===== src/srw_pkg.sv =====
// Package: shared constants and types for the slave reset and watchdog block
`default_nettype none
package srw_pkg;
  // Clock
  localparam int unsigned CLK_HZ           = 25_000_000;
  localparam int unsigned CYC_PER_MS       = CLK_HZ / 1000;
  // Times in ms
  localparam int unsigned WD_T1_MS         = 1000;
  localparam int unsigned WD_T2_MS         = 2000;
  localparam int unsigned WD_T3_MS         = 4000;
  localparam int unsigned HARD_OFF_MS      = 10;
  // Register byte offsets
  localparam logic [7:0]  OFS_CTRL         = 8'h00;
  localparam logic [7:0]  OFS_WD_CFG       = 8'h04;
  localparam logic [7:0]  OFS_GAUGE        = 8'h08;
  localparam logic [7:0]  OFS_STATUS       = 8'h0c;
  localparam logic [7:0]  OFS_WD_CLR       = 8'h10;
  // Control bits (write one to act)
  localparam int unsigned B_SOFT           = 0;
  localparam int unsigned B_HARD           = 1;
  localparam int unsigned B_COMB           = 2;
  localparam int unsigned B_BOOT           = 3;
  localparam int unsigned B_UART_LEAVE     = 4;
  // Watchdog config fields
  localparam int unsigned F_SEL_LO         = 0;
  localparam int unsigned F_KIND_LO        = 2;
  localparam logic [1:0]  WD_SEL_OFF       = 2'h0;
  localparam logic [1:0]  WD_SEL_T1        = 2'h1;
  localparam logic [1:0]  WD_SEL_T2        = 2'h2;
  localparam logic [1:0]  KIND_SOFT        = 2'h0;
  localparam logic [1:0]  KIND_HARD        = 2'h1;
  localparam logic [3:0]  WD_CFG_RESET     = 4'h0;
  // Gauge bits
  localparam int unsigned B_GAUGE_OVR      = 0;
  localparam int unsigned B_GAUGE_VAL      = 1;
  // Status bits
  localparam int unsigned S_WD_PEND        = 0;
  localparam int unsigned S_UART           = 1;
  localparam int unsigned S_HARD_BUSY      = 2;
  localparam int unsigned S_WD_ACTIVE      = 3;
  localparam int unsigned S_TEMP_HOLD      = 4;
  // Power-line system request commands
  typedef enum logic [2:0] {
    CMD_NONE, CMD_GAUGE, CMD_SOFT, CMD_HARD, CMD_COMBINED, CMD_BOOT
  } srw_cmd_t;
endpackage
`default_nettype wire


===== src/srw_wd_if.sv =====
// Interface between the reset controller and its watchdog timer
`default_nettype none
interface srw_wd_if;
  logic [1:0] sel;
  logic       active;
  logic       service;
  logic       restart;
  logic       expire;
  modport wdog (input sel, input active, input service, input restart, output expire);
  modport ctrl (output sel, output active, output service, output restart, input expire);
endinterface
`default_nettype wire


===== src/srw_sync.sv =====
// Two-flop synchroniser for a vector of independent levels
`default_nettype none
module srw_sync #(
  parameter int unsigned W = 1
) (
  input  wire logic         pclk,
  input  wire logic         presetn,
  input  wire logic [W-1:0] d,
  output logic      [W-1:0] q
);
  logic [W-1:0] meta_r;

  always_ff @(posedge pclk or negedge presetn) begin
    if (!presetn) begin
      meta_r <= '0;
      q      <= '0;
    end else begin
      meta_r <= d;
      q      <= meta_r;
    end
  end
endmodule
`default_nettype wire


===== src/srw_wdog.sv =====
// Watchdog timer with selectable timeout
`default_nettype none
module srw_wdog #(
  parameter int unsigned T1_CYC = 1,
  parameter int unsigned T2_CYC = 1,
  parameter int unsigned T3_CYC = 1
) (
  input  wire logic pclk,
  input  wire logic presetn,
  srw_wd_if.wdog    wd
);
  logic [31:0] count_r;
  logic [1:0]  sel_q_r;
  logic        expire_r;
  logic [31:0] limit;

  function automatic logic [31:0] limit_of(input logic [1:0] s);
    case (s)
      srw_pkg::WD_SEL_T1: limit_of = T1_CYC;
      srw_pkg::WD_SEL_T2: limit_of = T2_CYC;
      default:            limit_of = T3_CYC;
    endcase
  endfunction

  assign limit     = limit_of(wd.sel);
  assign wd.expire = expire_r;

  always_ff @(posedge pclk or negedge presetn) begin
    if (!presetn) begin
      sel_q_r <= srw_pkg::WD_SEL_OFF;
    end else begin
      sel_q_r <= wd.sel;
    end
  end

  // Count from the latest service; restart on a select change and after an issued reset
  always_ff @(posedge pclk or negedge presetn) begin
    if (!presetn) begin
      count_r  <= '0;
      expire_r <= 1'b0;
    end else begin
      expire_r <= 1'b0;
      if (!wd.active || wd.sel == srw_pkg::WD_SEL_OFF || wd.service || wd.restart ||
          sel_q_r != wd.sel) begin
        count_r <= '0;
      end else if (count_r >= limit - 32'h1) begin
        count_r  <= '0;
        expire_r <= 1'b1;
      end else begin
        count_r <= count_r + 32'h1;
      end
    end
  end
endmodule
`default_nettype wire


===== src/srw_ctrl.sv =====
// Slave reset controller and watchdog with APB register access
`default_nettype none
module srw_ctrl #(
  parameter int unsigned WD_T1_CYC    = srw_pkg::WD_T1_MS * srw_pkg::CYC_PER_MS,
  parameter int unsigned WD_T2_CYC    = srw_pkg::WD_T2_MS * srw_pkg::CYC_PER_MS,
  parameter int unsigned WD_T3_CYC    = srw_pkg::WD_T3_MS * srw_pkg::CYC_PER_MS,
  parameter int unsigned HARD_OFF_CYC = srw_pkg::HARD_OFF_MS * srw_pkg::CYC_PER_MS
) (
  input  wire logic        pclk,
  input  wire logic        presetn,
  input  wire logic        psel,
  input  wire logic        penable,
  input  wire logic        pwrite,
  input  wire logic [7:0]  paddr,
  input  wire logic [31:0] pwdata,
  output logic      [31:0] prdata,
  output logic             pready,
  output logic             pslverr,
  input  wire logic        cmd_valid,
  input  wire logic [2:0]  cmd_code,
  input  wire logic        uvlo_in,
  input  wire logic        off_mode_in,
  input  wire logic        seal_mode_in,
  input  wire logic        temp_reset_in,
  output logic             gauge_reset,
  output logic             gauge_enable,
  output logic             link_reset,
  output logic             supply_enable,
  output logic             charger_enable,
  output logic             uart_mode
);
  typedef enum logic {ST_IDLE, ST_HARD_OFF} srw_state_t;

  srw_state_t  state_r;
  logic [31:0] hard_cnt_r;
  logic        boot_after_r;
  logic        uart_r;
  logic        link_reset_r;
  logic        gauge_reset_r;
  logic [3:0]  wd_cfg_r;
  logic        g_ovr_r;
  logic        g_val_r;
  logic        wd_pend_r;
  logic        pready_r;
  logic        pslverr_r;
  logic [31:0] prdata_r;
  logic [3:0]  pins_s;
  logic        uvlo_s;
  logic        off_s;
  logic        seal_s;
  logic        temp_s;
  logic        xfer_done;
  logic        wr_done;
  logic        rd_done;
  logic [4:0]  ctrl_wr;
  logic        addr_ok;
  logic        wd_active;
  logic        wd_blocked;
  logic        wd_issue;
  logic [1:0]  wd_kind;
  logic        do_soft;
  logic        do_hard;
  logic        do_boot;
  logic        do_gauge;
  logic [31:0] rd_val;
  srw_wd_if    wdi ();

  function automatic logic is_cmd(input logic v, input logic [2:0] c, input srw_pkg::srw_cmd_t k);
    is_cmd = v && (c == k);
  endfunction

  srw_sync #(
    .W (4)
  ) u_sync (
    .pclk    (pclk),
    .presetn (presetn),
    .d       ({temp_reset_in, seal_mode_in, off_mode_in, uvlo_in}),
    .q       (pins_s)
  );
  assign uvlo_s = pins_s[0];
  assign off_s  = pins_s[1];
  assign seal_s = pins_s[2];
  assign temp_s = pins_s[3];

  // APB slave: one wait state, data registered
  assign xfer_done = psel && penable && pready_r;
  assign wr_done   = xfer_done && pwrite && !pslverr_r;
  assign rd_done   = xfer_done && !pwrite && !pslverr_r;
  assign addr_ok   = paddr == srw_pkg::OFS_CTRL || paddr == srw_pkg::OFS_WD_CFG ||
                     paddr == srw_pkg::OFS_GAUGE || paddr == srw_pkg::OFS_STATUS ||
                     paddr == srw_pkg::OFS_WD_CLR;
  assign pready    = pready_r;
  assign pslverr   = pslverr_r && pready_r;
  assign prdata    = prdata_r;

  always_comb begin
    rd_val = '0;
    case (paddr)
      srw_pkg::OFS_WD_CFG: rd_val[3:0] = wd_cfg_r;
      srw_pkg::OFS_GAUGE: begin
        rd_val[srw_pkg::B_GAUGE_OVR] = g_ovr_r;
        rd_val[srw_pkg::B_GAUGE_VAL] = g_val_r;
      end
      srw_pkg::OFS_STATUS, srw_pkg::OFS_WD_CLR: begin
        rd_val[srw_pkg::S_WD_PEND]   = wd_pend_r;
        rd_val[srw_pkg::S_UART]      = uart_r;
        rd_val[srw_pkg::S_HARD_BUSY] = state_r == ST_HARD_OFF;
        rd_val[srw_pkg::S_WD_ACTIVE] = wd_active;
        rd_val[srw_pkg::S_TEMP_HOLD] = temp_s;
      end
      default: rd_val = '0;
    endcase
  end

  always_ff @(posedge pclk or negedge presetn) begin
    if (!presetn) begin
      pready_r  <= 1'b0;
      pslverr_r <= 1'b0;
      prdata_r  <= '0;
    end else begin
      pready_r <= psel && penable && !pready_r;
      if (psel && penable && !pready_r) begin
        pslverr_r <= !addr_ok || (pwrite && (paddr == srw_pkg::OFS_STATUS ||
                                             paddr == srw_pkg::OFS_WD_CLR));
        prdata_r  <= pwrite ? 32'h0 : rd_val;
      end
    end
  end

  // Configuration registers
  always_ff @(posedge pclk or negedge presetn) begin
    if (!presetn) begin
      wd_cfg_r <= srw_pkg::WD_CFG_RESET;
      g_ovr_r  <= 1'b0;
      g_val_r  <= 1'b0;
    end else if (wr_done) begin
      if (paddr == srw_pkg::OFS_WD_CFG) begin
        wd_cfg_r <= pwdata[3:0];
      end
      if (paddr == srw_pkg::OFS_GAUGE) begin
        g_ovr_r <= pwdata[srw_pkg::B_GAUGE_OVR];
        g_val_r <= pwdata[srw_pkg::B_GAUGE_VAL];
      end
    end
  end

  assign ctrl_wr      = (wr_done && paddr == srw_pkg::OFS_CTRL) ? pwdata[4:0] : 5'h0;
  assign gauge_enable = g_ovr_r ? g_val_r : 1'b1;

  // Watchdog hookup
  assign wd_active   = !(uvlo_s || off_s || seal_s);
  assign wd_kind     = wd_cfg_r[srw_pkg::F_KIND_LO +: 2];
  assign wd_blocked  = uart_r || state_r != ST_IDLE || link_reset_r || temp_s;
  assign wd_issue    = wd_pend_r && !wd_blocked && wd_active;
  assign wdi.sel     = wd_cfg_r[srw_pkg::F_SEL_LO +: 2];
  assign wdi.active  = wd_active;
  assign wdi.service = rd_done && paddr == srw_pkg::OFS_WD_CLR;
  assign wdi.restart = wd_issue;

  srw_wdog #(
    .T1_CYC (WD_T1_CYC),
    .T2_CYC (WD_T2_CYC),
    .T3_CYC (WD_T3_CYC)
  ) u_wdog (
    .pclk    (pclk),
    .presetn (presetn),
    .wd      (wdi.wdog)
  );

  // Expiry is held until the blocking condition ends; expiry beats issue
  always_ff @(posedge pclk or negedge presetn) begin
    if (!presetn) begin
      wd_pend_r <= 1'b0;
    end else if (!wd_active) begin
      wd_pend_r <= 1'b0;
    end else if (wdi.expire) begin
      wd_pend_r <= 1'b1;
    end else if (wd_issue) begin
      wd_pend_r <= 1'b0;
    end
  end

  // Merge local writes, line commands and the watchdog into reset actions
  assign do_gauge = is_cmd(cmd_valid, cmd_code, srw_pkg::CMD_GAUGE) ||
                    (wr_done && paddr == srw_pkg::OFS_GAUGE &&
                     pwdata[srw_pkg::B_GAUGE_OVR] && !pwdata[srw_pkg::B_GAUGE_VAL]);
  assign do_soft  = ctrl_wr[srw_pkg::B_SOFT] || ctrl_wr[srw_pkg::B_COMB] ||
                    is_cmd(cmd_valid, cmd_code, srw_pkg::CMD_SOFT) ||
                    is_cmd(cmd_valid, cmd_code, srw_pkg::CMD_COMBINED) ||
                    (wd_issue && wd_kind != srw_pkg::KIND_HARD);
  assign do_boot  = ctrl_wr[srw_pkg::B_BOOT] ||
                    is_cmd(cmd_valid, cmd_code, srw_pkg::CMD_BOOT);
  assign do_hard  = ctrl_wr[srw_pkg::B_HARD] || ctrl_wr[srw_pkg::B_COMB] || do_boot ||
                    is_cmd(cmd_valid, cmd_code, srw_pkg::CMD_HARD) ||
                    is_cmd(cmd_valid, cmd_code, srw_pkg::CMD_COMBINED) ||
                    (wd_issue && wd_kind != srw_pkg::KIND_SOFT);

  always_ff @(posedge pclk or negedge presetn) begin
    if (!presetn) begin
      link_reset_r  <= 1'b0;
      gauge_reset_r <= 1'b0;
    end else begin
      link_reset_r  <= do_soft;
      gauge_reset_r <= do_gauge;
    end
  end

  // Hard reset: supply and charger off for the off time
  always_ff @(posedge pclk or negedge presetn) begin
    if (!presetn) begin
      state_r      <= ST_IDLE;
      hard_cnt_r   <= '0;
      boot_after_r <= 1'b0;
    end else begin
      case (state_r)
        ST_IDLE: begin
          if (do_hard) begin
            state_r      <= ST_HARD_OFF;
            hard_cnt_r   <= '0;
            boot_after_r <= do_boot;
          end
        end
        ST_HARD_OFF: begin
          if (hard_cnt_r >= HARD_OFF_CYC - 32'h1) begin
            state_r <= ST_IDLE;
          end else begin
            hard_cnt_r <= hard_cnt_r + 32'h1;
          end
        end
        default: state_r <= ST_IDLE;
      endcase
    end
  end

  // UART mode entered at the end of a boot hard reset, left by software
  always_ff @(posedge pclk or negedge presetn) begin
    if (!presetn) begin
      uart_r <= 1'b0;
    end else if (state_r == ST_HARD_OFF && hard_cnt_r >= HARD_OFF_CYC - 32'h1 && boot_after_r) begin
      uart_r <= 1'b1;
    end else if (ctrl_wr[srw_pkg::B_UART_LEAVE]) begin
      uart_r <= 1'b0;
    end
  end

  assign supply_enable  = state_r == ST_IDLE;
  assign charger_enable = state_r == ST_IDLE;
  assign link_reset     = link_reset_r;
  assign gauge_reset    = gauge_reset_r;
  assign uart_mode      = uart_r;
endmodule
`default_nettype wire


===== config.mk =====
export PLATFORM = sky130hd
export DESIGN_NAME = srw_ctrl
export DESIGN_NICKNAME = d
export VERILOG_FILES = /design/src/srw_pkg.sv /design/src/srw_wd_if.sv /design/src/srw_sync.sv /design/src/srw_wdog.sv /design/src/srw_ctrl.sv
export SDC_FILE = /design/constraint.sdc
export NUM_CORES = 1
export LEC_CHECK = 0
export BUFFER_PORTS_ARGS = -buffer_cell sky130_fd_sc_hd__buf_2
export CAP_MARGIN = 25
export CORE_AREA = 5 5 128 130
export CTS_CLUSTER_DIAMETER = 100
export DETAILED_ROUTE_END_ITERATION = 10
export DIE_AREA = 0 0 133 135
export SKIP_CTS_REPAIR_TIMING = 1
export SKIP_LAST_GASP = 1
export SLEW_MARGIN = 20
export SYNTH_ARGS = -nofsm -noshare
export SYNTH_HDL_FRONTEND = slang
export SYNTH_SLANG_ARGS = --single-unit

===== constraint.sdc =====
create_clock -name pclk -period 3.65 [get_ports pclk]
set_input_delay 1.095 -clock pclk [delete_from_list [all_inputs] [get_ports pclk]]
set_output_delay 1.095 -clock pclk [all_outputs]
set_load 0.01 [all_outputs]

Word-level counts from Yosys, hierarchy flattened

Index checks and enable logic that the tools add are counted.

Memory bits (read-only): 0
Bits in writable memories: 0
Output and inout port bits: 40
Memories: 0
Logic and storage cells: 129
Bits of input ports: 53
Bits in registers: 121
Bits in latches: 0

Reductions and logical operators: 68
Order comparisons: 2
Mux-type cells: 22
Multipliers: 0
Equal/unequal tests: 15
$add $sub $neg: 3
Shifts and indexed selects: 0
Divide/modulo/power cells: 0
Bitwise operators: 1

Operator list:

| kind                                                   | number |
|---|---|
| two-way mux 32 bit                                     | 4 |
| adder 32 x 1 -> 32 bit (second input constant)         | 2 |
| case mux 32 bit (2 select lines)                       | 1 |
| case mux 27 bit (2 select lines)                       | 1 |
| >= comparator 32 x 18 -> 1 bit (second input constant) | 1 |
| >= comparator 32 bit                                   | 1 |
| subtractor 32 x 1 -> 32 bit (second input constant)    | 1 |
| logical OR 1 bit                                       | 26 |
| logical AND 1 bit                                      | 25 |
| == test 8 x 4 -> 1 bit (second input constant)         | 2 |
| two-way mux 1 bit                                      | 11 |
| two-way mux 5 bit                                      | 2 |
| == test 8 x 3 -> 1 bit (second input constant)         | 1 |
| == test 8 x 5 -> 1 bit (second input constant)         | 1 |
| logical NOT 8 bit                                      | 1 |
| AND reduction 2 bit                                    | 4 |
| logical NOT 1 bit                                      | 7 |
| == test 3 x 2 -> 1 bit (second input constant)         | 2 |
| == test 3 bit (second input constant)                  | 2 |
| case mux 2 bit (3 select lines)                        | 1 |
| inequality test 2 x 1 -> 1 bit (second input constant) | 2 |
| case mux 2 bit (2 select lines)                        | 1 |
| nonzero test 2 bit                                     | 2 |
| == test 3 x 1 -> 1 bit (second input constant)         | 1 |
| 9 further kinds                                        | 9 |

Logic depth before layout (Yosys ltp)

Word-level depth: 13
Mapped depth: 11
Mapped depth without buffers: 9

Cells and area by module

A second synthesis with hierarchy kept.

Cells, all modules: 509
Area total of the unflattened synthesis: 4952.2 um^2

Modules (own cells, without submodules):

| module   | sequential area each (um^2) | instances | area each (um^2) | cells an instance |
|---|---|---|---|---|
| srw_ctrl | 1276.2                      | 1         | 2721.4           | 289 |
| srw_wdog | 875.8                       | 1         | 2030.7           | 212 |
| srw_sync | 200.2                       | 1         | 200.2            | 8 |

Least setup slack after synthesis

Ideal clock, no wire load.

Kind: input to register
Start point: in paddr[2]
End point: reg hard_cnt_r[15]
Library setup time: 0.118 ns
Setup slack: 0.971 ns
Data required time: 3.532 ns
Buffers on the path: 2
Arrival: 2.561 ns
Cell stages on the path: 7
Path through: clkbuf_1 -> nor4b_1 -> nand4_1 -> o211a_2 -> buf_6 -> mux2_2 -> a21o_1

Longest elaborated chain between the ends: 10
Elaborated cells between the ends (all ways): 11
Classes of those cells: eq/ne (1); mux (1); reduce/logical (9)

RTL lines:

| what                                       | RTL line                         | text |
|---|---|---|
| from (decl)                                | srw_ctrl.sv:14                   | `input wire logic [7:0] paddr,` |
| logical NOT 8 bit *                        | srw_ctrl.sv:147                  | `assign ctrl_wr = (wr_done && paddr == srw_pkg::OFS_CTRL) ? pwdata[4:0] : 5'h0;` |
| logical AND 1 bit *                        | srw_ctrl.sv:147                  |  |
| two-way mux 5 bit *                        | srw_ctrl.sv:147                  |  |
| logical OR 1 bit (on tied branches)        | srw_ctrl.sv:193, srw_ctrl.sv:191 |  |
| logical OR 1 bit * (2 in a row)            | srw_ctrl.sv:193                  | `assign do_hard = ctrl_wr[srw_pkg::B_HARD] \|\| ctrl_wr[srw_pkg::B_COMB] \|\| do_boot \|\|` |
| logical OR 1 bit *                         | srw_ctrl.sv:194                  | `is_cmd(cmd_valid, cmd_code, srw_pkg::CMD_HARD) \|\|` |
| logical OR 1 bit *                         | srw_ctrl.sv:195                  | `is_cmd(cmd_valid, cmd_code, srw_pkg::CMD_COMBINED) \|\|` |
| inequality test 2 x 1 -> 1 bit (no line) * | --                               |  |
| AND reduction 2 bit (no line) *            | --                               |  |
| to (signal assigned)                       | srw_ctrl.sv:227                  | `hard_cnt_r <= hard_cnt_r + 32'h1;` |
| to (decl)                                  | srw_ctrl.sv:35                   | `logic [31:0] hard_cnt_r;` |

Mark *: on every way between the ends. The rest lies on a longest branch, timed or not.
A chain may end at the register's enable or synchronous reset.

Worst setup path after layout

Start point: in paddr[1]
End point: reg hard_cnt_r[12]

The elaborated chain is that of the path after synthesis.

==> results.toml <==
[global_routing]
met2_usage = 0.234
top_usage_layer = "met2"
grt_antenna_before_repair = 0
grt_pass1_wl_mm = 19.8
overflow = 0
grt_pass1_vias = 4037
track_usage = 0.135
grt_max_degree = 95
grtUsageMet1 = 0.160
grtUsageMet3 = 0.0376

[placement]
place_congestion = 0.855
hpwlAfterDp_mm = 8.29
place_ws_ps = 388
placedCellCount = 735
placed_area_mm2 = 0.00549
port_buffers = 38

[layout]
finalNonFillerCells = 751
post-route-cell-area_mm2 = 0.00582
syn_to_final_growth_pct = 12.3
drive_above_1_share = 0.146
antenna_cells = 0
finalNetCount = 629

[worst_setup_path]
cp-start-kind = "input port"
slowest_delay_ps = 540
cp_cell_sequence = "buf_2 > nor4_1 > nand4_1 > o211a_2 > and3_1 > or3_1"
crit_slowest_cell = "o211a_2"
critPathCaptureType = "register"
cp_max_fo = 29
required_ps = 3870
crit_type = "input port to register"
crit_arrival_ps = 3130

[pwr]
powerDensity_mw_per_mm2 = 375
p_leak_uw = 0.00259
irDropWorstVdd_mv = 0.227
p_total_uw = 2180

[logic_synthesis]
synth.cell_area_mm2 = 0.00518
synth_warnings = 0
synth_top_family_by_area = "simple AND/OR/NAND/NOR gates"
synth_edf_count = 0
avgSynthCellArea_um2 = 9.91
syn_inst = 523
yosys_register_bits = 94
synth_cell_type_count = 65
synthXorXnorAreaFrac = 0.0524
ys_seq_area_frac = 0.454
synthSimpleGateAreaFrac = 0.248
synth_top_area_share = 0.454
synth.area.top_cells = "dfrtp_1 (45%), ha_1 (4.3%), buf_4 (4.1%), nor3_1 (4.0%), and3_1 (3.3%)"
synth_fa_ha_area_frac = 0.0434
synth_compound_area_frac = 0.101
synth_mux_area_frac = 0.0249
synth_top_area_cell = "dfrtp_1"
async_reset_ff_frac = 1.00
ys.flop_type = "dfrtp_1"

[floorplan]
initial_utilization = 0.345
pin_count = 93
die_w_um = 133
rows = 45
die_area_mm2 = 0.0180
coreArea_mm2 = 0.0150
die_y_um = 135

[clocking]
clk_pin_slew_worst_paths_ps = 60
cts_root_buf = "clkbuf_16"
numClockSinks = 94
cts_buffer_depth = 2
insertion_delay_ps = 350
cts_tree = "done"
cts_inserted_buffers = 9
htreeDepth = 3

[sta]
rsz0062_at_grt = "no"
tns_ps = 0
setup_viol = 0
worst_clock_skew_ps = 7.56
worstMarginPinSlew_ps = 581
period_share = 0.796
layout_min_cycle_time_ps = 2900
final_hold_viol_count = 0
slew_headroom = 0.613
setup_ws_ps = 746
finalMaxSlewViolations = 0
max_freq_mhz = 344

[run_status]
status = "complete, no violations"

[detailed_routing]
antenna_left = 0
drcViolationCount = 0
num_vias = 3980
vias_per_cell = 5.30
drt_pre_antenna_iters = 4
wl_mm = 11.7
wl_per_cell_um = 15.5
drtIter0Drc = 239

[run]
maxCapViolCount = 0

[hold_path]
min_path_type = "register to register"
[worst max-delay path: cells and delay by family]
kind / cells / cell delay (ps)
AOI/OAI and AO/OA: 1 / 540
buffers and inverters: 1 / 110
and+or+nand+nor: 4 / 1380
[final timing paths]
| path | start | endpoint | depth (start not counted) | slack [ps] |
|---|---|---|---|---|
| max | paddr[1] | hard_cnt_r[12] | 6 | 750 |
| min | u_sync.meta_r[3] | u_sync.q[3] | 0 | 350 |
| max reg2reg | wd_cfg_r[0] | u_wdog.count_r[5] | 8 | 980 |
| min reg2reg | u_sync.meta_r[3] | u_sync.q[3] | 0 | 350 |
| max in group asynchronous | presetn | u_wdog.count_r[31] | 2 | 2480 |
| min in group asynchronous | presetn | hard_cnt_r[21] | 2 | 790 |
[through the flow]
| step | hold WS [ps] | util |
|---|---|---|
| 2_1_floorplan | 331 | - |
| 3_3_place_gp | 334 | 0.365 |
| 3_5_place_dp | 335 | 0.365 |
| 4_1_cts | 350 | 0.387 |
| 5_1_grt | 355 | 0.387 |
| 6_report | 348 | 0.387 |
[cells in the final DEF, fill, tap and decap left out, types with 7 or more instances in the layout]
cell type / netlist / layout
o211ai_1: 8 / 8
buf_2: 3 / 37
inv_1: 15 / 15
nor2b_1: 8 / 8
nor3_1: 41 / 41
nand3b_1: 7 / 7
o21ai_0: 12 / 12
buf_4: 28 / 9
xnor2_1: 13 / 13
nand2_1: 27 / 27
nand3_1: 32 / 32
and3_1: 27 / 27
ha_1: 18 / 18
clkbuf_16: 0 / 9
nand4_1: 14 / 14
mux2_2: 7 / 7
nor2_1: 18 / 18
nor4_1: 13 / 13
xor2_1: 18 / 18
conb_1: 2 / 33
or3_1: 8 / 8
dfrtp_1: 94 / 94
[report_power, final]
part	internal [uW]	switching, uW
clock	637	402
combinational	26.6	62.6
sequential	1050	3.78
total	1710	468
[registers in the layout, indices dropped and copies added (netlist names)]
name and cells:
u_sync.meta_r 4, pready 1, link_reset 1, u_wdog.sel_q_r 2, wd_pend_r 1, prdata 5
g_val_r 1, hard_cnt_r 32, u_wdog.count_r 32, g_ovr_r 1, pslverr_r 1, u_sync.q 4
state_r 1, u_wdog.wd.expire 1, gauge_reset 1, boot_after_r 1, wd_cfg_r 4, uart_mode 1
[final cells by class]
type / instances / area (um2)
multi-input combinational: 390 / 2570
inverter: 16 / 60.1
sequential: 94 / 2350
fill: 1477 / 9210
timing repair buffer: 47 / 273
clock inverter: 5 / 81.3
tap: 188 / 235
clock buffer: 11 / 253
[layer usage]
layer / routed length [um] / up-vias / part of all wire
li1: - / 1919 / -
met1: 5030 / 1971 / 0.43
met2: 5920 / 69 / 0.51
met3: 426 / 21 / 0.037
met4: 290 / 0 / 0.025
met5: 0 / - / 0
[cell usage after synthesis, types with 7 or more instances]
cell      count
dfrtp_1      94
nor3_1       41
nand3_1      32
buf_4        28
and3_1       27
nand2_1      27
clkbuf_1     21
ha_1         18
nor2_1       18
xor2_1       18
inv_1        15
nand4_1      14
nor4_1       13
xnor2_1      13
o21ai_0      12
nor2b_1       8
o211ai_1      8
or3_1         8
mux2_2        7
nand3b_1      7
[kinds of logic after synthesis]
kind of cell	after synthesis
buf+inv	70
other cells	2
simple gates	228
mux	12
compound gates	68
xor+xnor	31
flops	94
fa+ha+maj	18
(Power assumes the default switching activity.)
